$ cat config.mk
export PLATFORM = sky130hd
export DESIGN_NAME = sesm_top
export DESIGN_NICKNAME = d
export VERILOG_FILES = /design/src/core/sesm_pkg.sv /design/src/core/sesm_top.sv /design/src/core/sesm_blink_div.sv
export SDC_FILE = /design/constraint.sdc
export NUM_CORES = 1
export LEC_CHECK = 0
export BUFFER_PORTS_ARGS = -buffer_cell sky130_fd_sc_hd__buf_2
export CAP_MARGIN = 25
export CORE_MARGIN = 2
export CORE_UTILIZATION = 55
export DETAILED_ROUTE_END_ITERATION = 8
export PLACE_DENSITY = 0.9
export SKIP_CTS_REPAIR_TIMING = 1
export SLEW_MARGIN = 20
export SYNTH_ARGS = -nofsm -noshare
export SYNTH_HDL_FRONTEND = slang
export SYNTH_SLANG_ARGS = --single-unit
$ cat constraint.sdc
create_clock -name mclk -period 4.3 [get_ports mclk]
set_input_delay 0.215 -clock mclk [delete_from_list [all_inputs] [get_ports mclk]]
set_output_delay 0.215 -clock mclk [all_outputs]
set_load 0.05 [all_outputs]
$ cat src/core/sesm_pkg.sv
/*
 * Constants for the safety error-state manager: blink timing, LED colour
 * codes, output widths and the error-state enumeration.
 * Assumes a single 25 MHz system clock.
 */
package sesm_pkg;

    localparam int unsigned CLK_HZ        = 25_000_000;
    localparam int unsigned SLOW_BLINK_HZ = 1;
    localparam int unsigned FAST_BLINK_HZ = 2;
    // half period of each blink rate, in cycles
    localparam int unsigned SLOW_HALF_CYC = CLK_HZ / (2 * SLOW_BLINK_HZ);
    localparam int unsigned FAST_HALF_CYC = CLK_HZ / (2 * FAST_BLINK_HZ);
    localparam int unsigned DIV_W         = 24;

    localparam int unsigned NUM_SAFE_OUT  = 8;
    localparam int unsigned NUM_SAFE_IN   = 8;
    localparam int unsigned PDATA_W       = 16;

    // module status indicator colour: {red, green}
    localparam logic [1:0] LED_OFF   = 2'h0;
    localparam logic [1:0] LED_GREEN = 2'h1;
    localparam logic [1:0] LED_RED   = 2'h2;

    localparam logic [NUM_SAFE_OUT-1:0] SAFE_OUT_OFF = '0;

    typedef enum logic [1:0] {
        SESM_RUN,
        SESM_CONFIG_REQ,
        SESM_SERIOUS
    } sesm_state_type;

endpackage : sesm_pkg

$ cat src/core/sesm_top.sv
/*
 * Error-state manager of one controller module: sorts faults into config,
 * remediable and serious classes, gates safe outputs and process data,
 * and drives the status and relay-module indicators.
 * Assumes fault inputs come from logic on mclk; supply and relay
 * contact feedback are pins and are synchronised here.
 * Assumes rstn stands in for a power cycle: only it leaves the serious
 * state, and blink phases restart low at every reset.
 */
// How it works
// config error enters config-required state, status LED blinks red at 1 Hz.
// config or serious error puts every module application into stop.
// config or serious error forces all safe outputs off.
// config or serious error zeroes safe and non-safe process data.
// remediable error keeps run; affected alternate red/green 1 Hz, others green.
// remediable error on outputs switches those affected outputs off.
// remediable error on inputs zeroes those inputs' process data.
// serious error: detector blinks red 2 Hz, others show steady red.
// relay module power indicator green while bus supply is present.
// relay pair A indicator green while pair A contacts closed.
// only four-relay variant lights pair B indicator while its contacts closed.
// serious state is left only through power-on reset.
module sesm_top
    import sesm_pkg::*;
(
    // clock and reset
    input  wire logic                    mclk,
    input  wire logic                    rstn,
    // fault reports
    input  wire logic                    cfg_err,
    input  wire logic                    serious_err_local,
    input  wire logic                    serious_err_remote,
    input  wire logic                    remed_err,
    input  wire logic [NUM_SAFE_OUT-1:0] remed_out_mask,
    input  wire logic [NUM_SAFE_IN-1:0]  remed_in_mask,
    // application run request and data
    input  wire logic                    run_req,
    input  wire logic [NUM_SAFE_OUT-1:0] safe_out_req,
    input  wire logic [NUM_SAFE_IN-1:0]  safe_in_raw,
    input  wire logic [PDATA_W-1:0]      nonsafe_pdata_in,
    // relay expansion module pins
    input  wire logic                    bus_supply_ok,
    input  wire logic                    relay_a_closed,
    input  wire logic                    relay_b_closed,
    input  wire logic                    four_relay_variant,
    // application state and gated data
    output logic                         app_run,
    output logic [NUM_SAFE_OUT-1:0]      safe_out,
    output logic [NUM_SAFE_IN-1:0]       safe_in_pdata,
    output logic [PDATA_W-1:0]           nonsafe_pdata,
    output logic [1:0]                   err_state,
    // indicators
    output logic [1:0]                   module_status_indicator,
    output logic                         bus_power_indicator,
    output logic                         relay_pair_a_indicator,
    output logic                         relay_pair_b_indicator
);

    sesm_state_type                state_r;
    sesm_state_type                state_nxt;
    logic                          detector_r;
    logic                          detector_nxt;
    logic                          run_r;
    logic                          run_nxt;
    logic [NUM_SAFE_OUT-1:0]       out_r;
    logic [NUM_SAFE_OUT-1:0]       out_nxt;
    logic [NUM_SAFE_IN-1:0]        in_r;
    logic [NUM_SAFE_IN-1:0]        in_nxt;
    logic [PDATA_W-1:0]            pd_r;
    logic [PDATA_W-1:0]            pd_nxt;
    logic [1:0]                    ms_r;
    logic [1:0]                    ms_nxt;
    logic [1:0]                    es_nxt;
    logic [1:0]                    es_r;
    logic                          slow_phase;
    logic                          fast_phase;

    // pin synchronisers: first stage feeds only the second
    logic [3:0]                    pin_s1_r;
    logic [3:0]                    pin_s2_r;
    logic                          pwr_r;
    logic                          pwr_nxt;
    logic                          ka_r;
    logic                          ka_nxt;
    logic                          kb_r;
    logic                          kb_nxt;
    logic [3:0]                    pin_s1_nxt;
    logic [3:0]                    pin_s2_nxt;

    // shared decode
    function automatic logic any_serious(input logic local_err,
                                         input logic remote_err);
        return local_err | remote_err;
    endfunction : any_serious

    // lit colour while the phase is high, the unlit colour otherwise
    function automatic logic [1:0] blink_colour(input logic       phase,
                                                input logic [1:0] lit,
                                                input logic [1:0] unlit);
        return phase ? lit : unlit;
    endfunction : blink_colour

    // reported code: 0 run, 1 config required, 2 serious, 3 remediable
    function automatic logic [1:0] err_code(input sesm_state_type st,
                                            input logic           remed);
        logic [1:0] code;
        code = 2'h2;
        case (st)
            SESM_RUN: begin
                code = remed ? 2'h3 : 2'h0;
            end
            SESM_CONFIG_REQ: begin
                code = 2'h1;
            end
            default: begin
                // unknown states report serious, like the fail-safe default
                code = 2'h2;
            end
        endcase
        return code;
    endfunction : err_code

    sesm_blink_div u_div (
        .mclk       (mclk),
        .rstn       (rstn),
        .slow_phase (slow_phase),
        .fast_phase (fast_phase)
    );

    // error state machine
    always_comb begin
        state_nxt    = state_r;
        detector_nxt = detector_r;
        case (state_r)
            SESM_RUN: begin
                // serious wins over config
                if (any_serious(serious_err_local, serious_err_remote)) begin
                    state_nxt    = SESM_SERIOUS;
                    detector_nxt = serious_err_local;
                end else if (cfg_err) begin
                    state_nxt = SESM_CONFIG_REQ;
                end
            end
            SESM_CONFIG_REQ: begin
                if (any_serious(serious_err_local, serious_err_remote)) begin
                    state_nxt    = SESM_SERIOUS;
                    detector_nxt = serious_err_local;
                end else if (!cfg_err) begin
                    state_nxt = SESM_RUN;
                end
            end
            SESM_SERIOUS: begin
                state_nxt = SESM_SERIOUS;
                if (serious_err_local) begin
                    detector_nxt = 1'b1;
                end
            end
            default: begin
                state_nxt = SESM_SERIOUS;
            end
        endcase
    end

    always_ff @(posedge mclk or negedge rstn) begin
        if (!rstn) begin
            state_r    <= SESM_RUN;
            detector_r <= 1'b0;
        end else begin
            state_r    <= state_nxt;
            detector_r <= detector_nxt;
        end
    end

    // application run and data gating
    // follows the next state, so outputs go safe on the edge that takes the fault
    always_comb begin
        run_nxt = 1'b0;
        out_nxt = SAFE_OUT_OFF;
        in_nxt  = '0;
        pd_nxt  = '0;
        es_nxt  = 2'h0;
        if (state_nxt == SESM_RUN) begin
            run_nxt = run_req;
            out_nxt = safe_out_req;
            in_nxt  = safe_in_raw;
            pd_nxt  = nonsafe_pdata_in;
            if (remed_err) begin
                out_nxt = safe_out_req & ~remed_out_mask;
                in_nxt  = safe_in_raw & ~remed_in_mask;
            end
        end else begin
            // stop, outputs off and data zeroed by the defaults above
            run_nxt = 1'b0;
            out_nxt = SAFE_OUT_OFF;
            in_nxt  = '0;
            pd_nxt  = '0;
        end
        es_nxt = err_code(state_nxt, remed_err);
    end

    always_ff @(posedge mclk or negedge rstn) begin
        if (!rstn) begin
            run_r <= 1'b0;
            out_r <= SAFE_OUT_OFF;
            in_r  <= '0;
            pd_r  <= '0;
            es_r  <= 2'h0;
        end else begin
            run_r <= run_nxt;
            out_r <= out_nxt;
            in_r  <= in_nxt;
            pd_r  <= pd_nxt;
            es_r  <= es_nxt;
        end
    end

    // module status indicator colour
    always_comb begin
        ms_nxt = LED_GREEN;
        case (state_r)
            SESM_RUN: begin
                if (remed_err) begin
                    ms_nxt = blink_colour(slow_phase, LED_RED, LED_GREEN);
                end else if (!run_req) begin
                    // stopped application blinks green
                    ms_nxt = blink_colour(slow_phase, LED_GREEN, LED_OFF);
                end else begin
                    ms_nxt = LED_GREEN;
                end
            end
            SESM_CONFIG_REQ: begin
                ms_nxt = blink_colour(slow_phase, LED_RED, LED_OFF);
            end
            SESM_SERIOUS: begin
                if (detector_r) begin
                    ms_nxt = blink_colour(fast_phase, LED_RED, LED_OFF);
                end else begin
                    ms_nxt = LED_RED;
                end
            end
            default: begin
                ms_nxt = LED_RED;
            end
        endcase
    end

    // relay module indicators
    always_comb begin
        pwr_nxt = pin_s2_r[0];
        ka_nxt  = pin_s2_r[1];
        // pair b exists only on the four-relay variant
        kb_nxt  = pin_s2_r[2] & pin_s2_r[3];
    end

    // two-stage capture of the relay module pins
    always_comb begin
        pin_s1_nxt = {four_relay_variant, relay_b_closed, relay_a_closed, bus_supply_ok};
        pin_s2_nxt = pin_s1_r;
    end

    always_ff @(posedge mclk or negedge rstn) begin
        if (!rstn) begin
            pin_s1_r <= 4'h0;
            pin_s2_r <= 4'h0;
        end else begin
            pin_s1_r <= pin_s1_nxt;
            pin_s2_r <= pin_s2_nxt;
        end
    end

    // status indicator register
    always_ff @(posedge mclk or negedge rstn) begin
        if (!rstn) begin
            ms_r <= LED_OFF;
        end else begin
            ms_r <= ms_nxt;
        end
    end

    always_ff @(posedge mclk or negedge rstn) begin
        if (!rstn) begin
            pwr_r <= 1'b0;
            ka_r  <= 1'b0;
            kb_r  <= 1'b0;
        end else begin
            pwr_r <= pwr_nxt;
            ka_r  <= ka_nxt;
            kb_r  <= kb_nxt;
        end
    end

    assign app_run                 = run_r;
    assign safe_out                = out_r;
    assign safe_in_pdata           = in_r;
    assign nonsafe_pdata           = pd_r;
    assign err_state               = es_r;
    assign module_status_indicator = ms_r;
    assign bus_power_indicator     = pwr_r;
    assign relay_pair_a_indicator  = ka_r;
    assign relay_pair_b_indicator  = kb_r;

endmodule : sesm_top

$ cat src/core/sesm_blink_div.sv
/*
 * Blink divider: makes square waves at the slow and fast indicator rates.
 * Assumes the system clock of sesm_pkg and an active-low async reset.
 */
module sesm_blink_div
    import sesm_pkg::*;
(
    // clock and reset
    input  wire logic mclk,
    input  wire logic rstn,
    // blink phases
    output logic      slow_phase,
    output logic      fast_phase
);

    logic [DIV_W-1:0] slow_cnt_r;
    logic [DIV_W-1:0] slow_cnt_nxt;
    logic [DIV_W-1:0] fast_cnt_r;
    logic [DIV_W-1:0] fast_cnt_nxt;
    logic             slow_r;
    logic             slow_nxt;
    logic             fast_r;
    logic             fast_nxt;

    function automatic logic [DIV_W-1:0] next_count(input logic [DIV_W-1:0] cnt,
                                                    input int unsigned      half);
        if (cnt == DIV_W'(half - 1)) begin
            return '0;
        end
        return cnt + DIV_W'(1);
    endfunction : next_count

    always_comb begin
        slow_cnt_nxt = next_count(slow_cnt_r, SLOW_HALF_CYC);
        fast_cnt_nxt = next_count(fast_cnt_r, FAST_HALF_CYC);
        slow_nxt     = (slow_cnt_r == DIV_W'(SLOW_HALF_CYC - 1)) ? ~slow_r : slow_r;
        fast_nxt     = (fast_cnt_r == DIV_W'(FAST_HALF_CYC - 1)) ? ~fast_r : fast_r;
    end

    always_ff @(posedge mclk or negedge rstn) begin
        if (!rstn) begin
            slow_cnt_r <= '0;
            fast_cnt_r <= '0;
            slow_r     <= 1'b0;
            fast_r     <= 1'b0;
        end else begin
            slow_cnt_r <= slow_cnt_nxt;
            fast_cnt_r <= fast_cnt_nxt;
            slow_r     <= slow_nxt;
            fast_r     <= fast_nxt;
        end
    end

    assign slow_phase = slow_r;
    assign fast_phase = fast_r;

endmodule : sesm_blink_div

# ---- Word-level counts from Yosys, hierarchy flattened
# Cells that the tools add are included.
dict set report totals {
  inputBits 59
  regBits 101
  out_inout_bits 40
}
dict set report op_classes {
  addsub 2
  n_reduce_logical 5
  eq_ne 7
  bitwise_logic 8
  muxes 30
}
# op n
set op_table {}
lappend op_table {{24-bit 2-to-1 mux} 4}
lappend op_table {{24-bit by 1-bit adder with 24-bit output (second input constant)} 2}
lappend op_table {{8-bit 2-to-1 mux} 4}
lappend op_table {{24-bit by 23-bit == test with 1-bit output (second input constant)} 1}
lappend op_table {{24-bit == test (second input constant)} 1}
lappend op_table {{2-bit 2-to-1 mux} 10}
lappend op_table {{8-bit bitwise AND} 2}
lappend op_table {{16-bit 2-to-1 mux} 1}
lappend op_table {{8-bit inverter} 2}
lappend op_table {{2-bit case mux with 2 select lines} 2}
lappend op_table {{1-bit 2-to-1 mux} 7}
lappend op_table {{2-bit case mux with 3 select lines} 1}
lappend op_table {{2-bit by 1-bit == test with 1-bit output (second input constant)} 2}
lappend op_table {{2-bit logical NOT} 2}
lappend op_table {{3-bit AND reduction} 1}
lappend op_table {{2-bit == test (second input constant)} 1}
lappend op_table {{2-bit by 1-bit inequality test with 1-bit output (second input constant)} 1}
lappend op_table {{2-bit inequality test (second input constant)} 1}
lappend op_table {{1-bit inverter} 2}
lappend op_table {{1-bit case mux with 2 select lines} 1}
lappend op_table {{2-bit nonzero test} 1}
lappend op_table {{2-bit OR reduction} 1}
lappend op_table {{1-bit bitwise AND} 1}
lappend op_table {{1-bit bitwise OR} 1}

# ---- Depth between registers and ports, before layout
dict set report logic_depth {
  depth_word 5
  mapped_depth 7
}

# ---- Modules after synthesis
# A second synthesis with hierarchy kept.
dict set report unflattened {
  cells_unflattened 349
  hier_area_um2 4077.7
}
# module cells_each instances area_each_um2 seq_area_each_um2
set by_module_without_submodules {}
lappend by_module_without_submodules {sesm_blink_div 227 1 2377.3 1251.2}
lappend by_module_without_submodules {sesm_top 122 1 1700.4 1276.2}

# ---- Worst setup path before layout
# OpenSTA, ideal clock, no wires.
dict set report synth_timing {
  path_kind {reg2reg}
  startpoint {register u_div.fast_cnt_r[0]}
  endpoint {register u_div.fast_cnt_r[11]}
  t_required_ns 4.178
  setup_time_ns 0.122
  stages_incl_launch_ff 7
  period_less_slack_ns 1.736
  slack_ns 2.564
  arrival_time_ns 1.614
  cell_sequence {dfrtp_1 -> ha_1 -> and3_1 -> nand4_1 -> nor3_1 -> buf_2 -> nor2_1}
}
dict set report synth_between {
  elab_chain_cells 3
}
# element line_no
set synth_rtl {}
lappend synth_rtl {{start: declaration} sesm_blink_div.sv:18} ;# logic [DIV_W-1:0] fast_cnt_r;
lappend synth_rtl {{start signal: assignment} sesm_blink_div.sv:48} ;# fast_cnt_r <= fast_cnt_nxt;
lappend synth_rtl {{branches (longest 2 deep; another with 24-bit by 1-bit adder with 24-bit output)} n/a}
lappend synth_rtl {{24-bit 2-to-1 mux *} sesm_blink_div.sv:30} ;# return cnt + DIV_W'(1);
lappend synth_rtl {{named net u_div.fast_cnt_nxt[11]} sesm_blink_div.sv:19} ;# logic [DIV_W-1:0] fast_cnt_nxt;
# Mark *: on every way through the listed nets, which the timed path passes.
# A chain may end at the register's enable or synchronous reset.

# ---- Worst setup path in the final report
dict set report layout_timing {
  startpoint {register u_div.slow_cnt_r[0]}
  endpoint {register u_div.slow_r (netlist: u_div.slow_phase)}
}
dict set report layout_between {
  elab_chain_cells 1
}
# element line_no
set layout_rtl {}
lappend layout_rtl {{start: declaration} sesm_blink_div.sv:16} ;# logic [DIV_W-1:0] slow_cnt_r;
lappend layout_rtl {{start signal: assignment} sesm_blink_div.sv:47} ;# slow_cnt_r <= slow_cnt_nxt;
lappend layout_rtl {{24-bit == test} sesm_blink_div.sv:36} ;# slow_nxt = (slow_cnt_r == DIV_W'(SLOW_HALF_CYC - 1)) ? ~slow_r : slow_r;
lappend layout_rtl {{end signal: assignment} sesm_blink_div.sv:49} ;# slow_r <= slow_nxt;
lappend layout_rtl {{end: declaration} sesm_blink_div.sv:20} ;# logic slow_r;
# No other way between the ends.

==> run_results.csv <==
group,metric,value,unit
outcome,status,"completed",
layout,finalNetCount,529,
worst_setup_path,critPathKind,"reg -> reg",
clock_tree,clk_pin_slew,0.11,ns
layout,drive_above_1_share,26.6,%
pwr,p_leak,2.52,nW
global_routing,antenna_found_initial,0,
clock_tree,clock_latency,0.38,ns
route,wl_met3,541,um
pwr,powerDensity,333,nW/um2
sta,fin_crit,2.25,ns
floorplan,fp-row-count,31,
worst_setup_path,cp_top_family,"simple AND/OR/NAND/NOR gates",
global_routing,grt_pass1_vias,3160,
sta,post-route-period-util,52.3,%
sta,drv_slew,0,
clock_tree,cts-buffers-inserted,9,
floorplan,die_y,91.1,um
route,avgRoutedWirePerCell,15.2,um
floorplan,initial_utilization,57.2,%
placed_design,portBuffers,98,
synth,ys_seq_area_share,60.6,%
clock_tree,htree_levels,3,
layout,syn_to_final_growth,19.7,%
sta,hold_viol_final,0,
pwr,peakVddDrop,0.234,mV
floorplan,fp.dieW,91.1,um
worst_setup_path,crit_required,4.52,ns
clock_tree,clockBufferDepth,2,
route,dr.pass1.iters,5,
route,wl,8710,um
route,via_per_inst,5.59,
route,drtIter0Drc,219,
clock_tree,cts_tree,"built",
synth,synth_fp_nets,427,
hold_path,holdPathStages,2,
worst_setup_path,cp_max_fo,13,
synth,ys.flop_type,"dfrtp_1",
floorplan,pin_count,99,
sta,rsz0062_at_grt,"false",
sta,worst_slack,2.05,ns
sta,setup_viol,0,
sta,fmax,445,MHz
global_routing,grt_pass1_wl,14800,um
floorplan,coreArea,7290,um2
route,dr_wl_met2,4430,um
worst_setup_path,reg2reg_depth,5,
placed_design,place_ws,2.07,ns
synth,syn_inst,366,
worst_setup_path,critPathCaptureType,"flip-flop",
global_routing,grt_usage,22.1,%
worst_setup_path,cp_cell_sequence,"ha_1, and4_1, nand2_1, nor3_2, xor2_1",
clock_tree,clock_sinks,101,
layout,finish.utilization,68.4,%
route,via_count,3198,
worst_setup_path,critical_path_buf_inv_count,0,
synth,synth_area,4170,um2
sta,max_slew_margin,40.6,%
sta,tightest_slew,0.886,ns
route,maxUsedRoutingLayer,"met4",
worst_setup_path,cp.depth,5,
sta,fin_tns_setup,0,ns
synth,synth_enable_flop_cells,0,
synth,yosysWarnings,0,
worst_setup_path,setup.worst_path.start_class,"flip-flop",
worst_setup_path,crit_slowest_cell,"nor3_2",
clock_tree,clockRootBuffer,"clkbuf_8",
sta,fin_skew,0.0163,ns
synth,synth.ff_latch_count,101,
route,antenna_left,0,
hold_path,hp-class,"in -> reg",
global_routing,grt_max_degree,59,
route,drc_errors,0,
global_routing,grt_overflow_total,0,
synth,synthArstFlopShare,100,%
synth,synth_cell_types,42,
synth,avgSynthCellArea,11.4,um2
worst_setup_path,cp.arrival,2.47,ns
placed_design,routabilityCongestion,0.875,
job,drv_cap,0,
layout,num_antenna_cells,0,
placed_design,dp_hpwl,6010,um
route,drt-met1-wl,3590,um
floorplan,dieArea,8290,um2
worst_setup_path,max_stage_delay,0.76,ns
layout by cell type, fill, tap and decap left out, types with 9 or more instances in the layout:
cell,instances
a21oi_1,11
and2_1,21
and3_1,22
and4_1,9
buf_2,97
clkbuf_8,9
dfrtp_1,101
nand2_1,37
nand3_1,13
nand4_1,13
nor2_1,24
o31ai_1,10
xnor2_1,15
xor2_1,16
worst reg2reg max path, delay by kind of cell, from the launching register on:
| kind | cells | cell delay (ns) |
|---|---|---|
| xor gates and xnor gates | 1 | 0.15 |
| adders and majority gates | 1 | 0.22 |
| DFF | 1 | 0.41 |
| and+or+nand+nor | 3 | 1.32 |
synthesized netlist by cell type, types with 2 or more instances:
cell type / n / area [um2]
dfrtp_1: 101 / 2530
nand2_1: 37 / 139
nor2_1: 24 / 90.1
and3_1: 22 / 138
and2_1: 21 / 131
xor2_1: 16 / 140
xnor2_1: 15 / 131
nand3_1: 13 / 65.1
nand4_1: 13 / 81.3
a21oi_1: 11 / 55.1
o31ai_1: 10 / 75.1
and4_1: 9 / 78.8
nor3_1: 8 / 40.0
or4_1: 8 / 60.1
inv_1: 7 / 26.3
clkbuf_1: 6 / 22.5
nor4_1: 5 / 31.3
buf_2: 4 / 20.0
nor4b_1: 3 / 26.3
o21ai_0: 3 / 15.0
a2111oi_0: 2 / 17.5
buf_6: 2 / 22.5
ha_1: 2 / 25.0
mux2i_1: 2 / 20.0
nor2b_1: 2 / 12.5
o22a_1: 2 / 17.5
o22ai_1: 2 / 12.5
or3_2: 2 / 15.0
metal layers:
metal	vias up	GRT usage [%]
met5	-	0
met4	0	6.94
met3	17	6.22
met2	123	37.3
met1	1571	27.9
li1	1487	-
layout make-up:
class                           instances  area (um2)
Multi-Input combinational cell        243        1530
Inverter                                7        26.3
Timing Repair Buffer                  106         566
Clock buffer                            9         124
Fill cell                             503        2300
Sequential cell                       101        2530
Tap cell                               99         124
Clock inverter                          7        90.1
where the power goes:
group	leakage (nW)	internal, mW	switching [mW]	total [mW]
sequential	1.34	0.954	0.00170	0.956
combinational	1.07	0.0252	0.0360	0.0612
clock	0.110	0.285	0.357	0.642
through the flow:
step           cells  power, mW  hold slack (ns)  instance area [um2]
3_3_place_gp     551       1.03            0.304                 4730
6_report         572       1.66           0.0337                 4990
2_1_floorplan    366      0.985          -0.0806                 4170
4_1_cts          567       1.67          -0.0974                 4940
3_5_place_dp     551       1.03            0.313                 4730
5_1_grt          572       1.72           0.0214                 4990
kinds of logic (layout without fill, tap and decap cells):
| group | count (synthesis) | after routing | share of synthesized area (%) |
|---|---|---|---|
| buffers and inverters | 22 | 129 | 2.58 |
| XOR/XNOR | 31 | 31 | 6.51 |
| adder cells (fa/ha/maj) | 2 | 2 | 0.600 |
| AO/OA/AOI/OAI | 32 | 32 | 5.04 |
| flip-flops | 101 | 101 | 60.6 |
| multiplexers | 2 | 2 | 0.480 |
| AND/OR/NAND/NOR | 176 | 176 | 24.1 |
worst paths after layout:
path	slack, ns	startpoint	to
worst min register to register	0.37	pin_s1_r[3]	pin_s2_r[3]
worst max-delay path	2.05	u_div.slow_cnt_r[0]	u_div.slow_phase
worst max register to register	2.05	u_div.slow_cnt_r[0]	u_div.slow_phase
worst min-delay path	0.03	nonsafe_pdata_in[0]	nonsafe_pdata[0]
min in group asynchronous	0.48	rstn	safe_out[3]
max in group asynchronous	2.83	rstn	state_r[1]
state kept, by name (all words and copies together) (netlist names), 4 cells and up:
register	flops
pin_s2_r	4
nonsafe_pdata	16
u_div.slow_cnt_r	24
pin_s1_r	4
safe_in_pdata	8
u_div.fast_cnt_r	24
safe_out	8
Power figures use the tool's default switching activity.
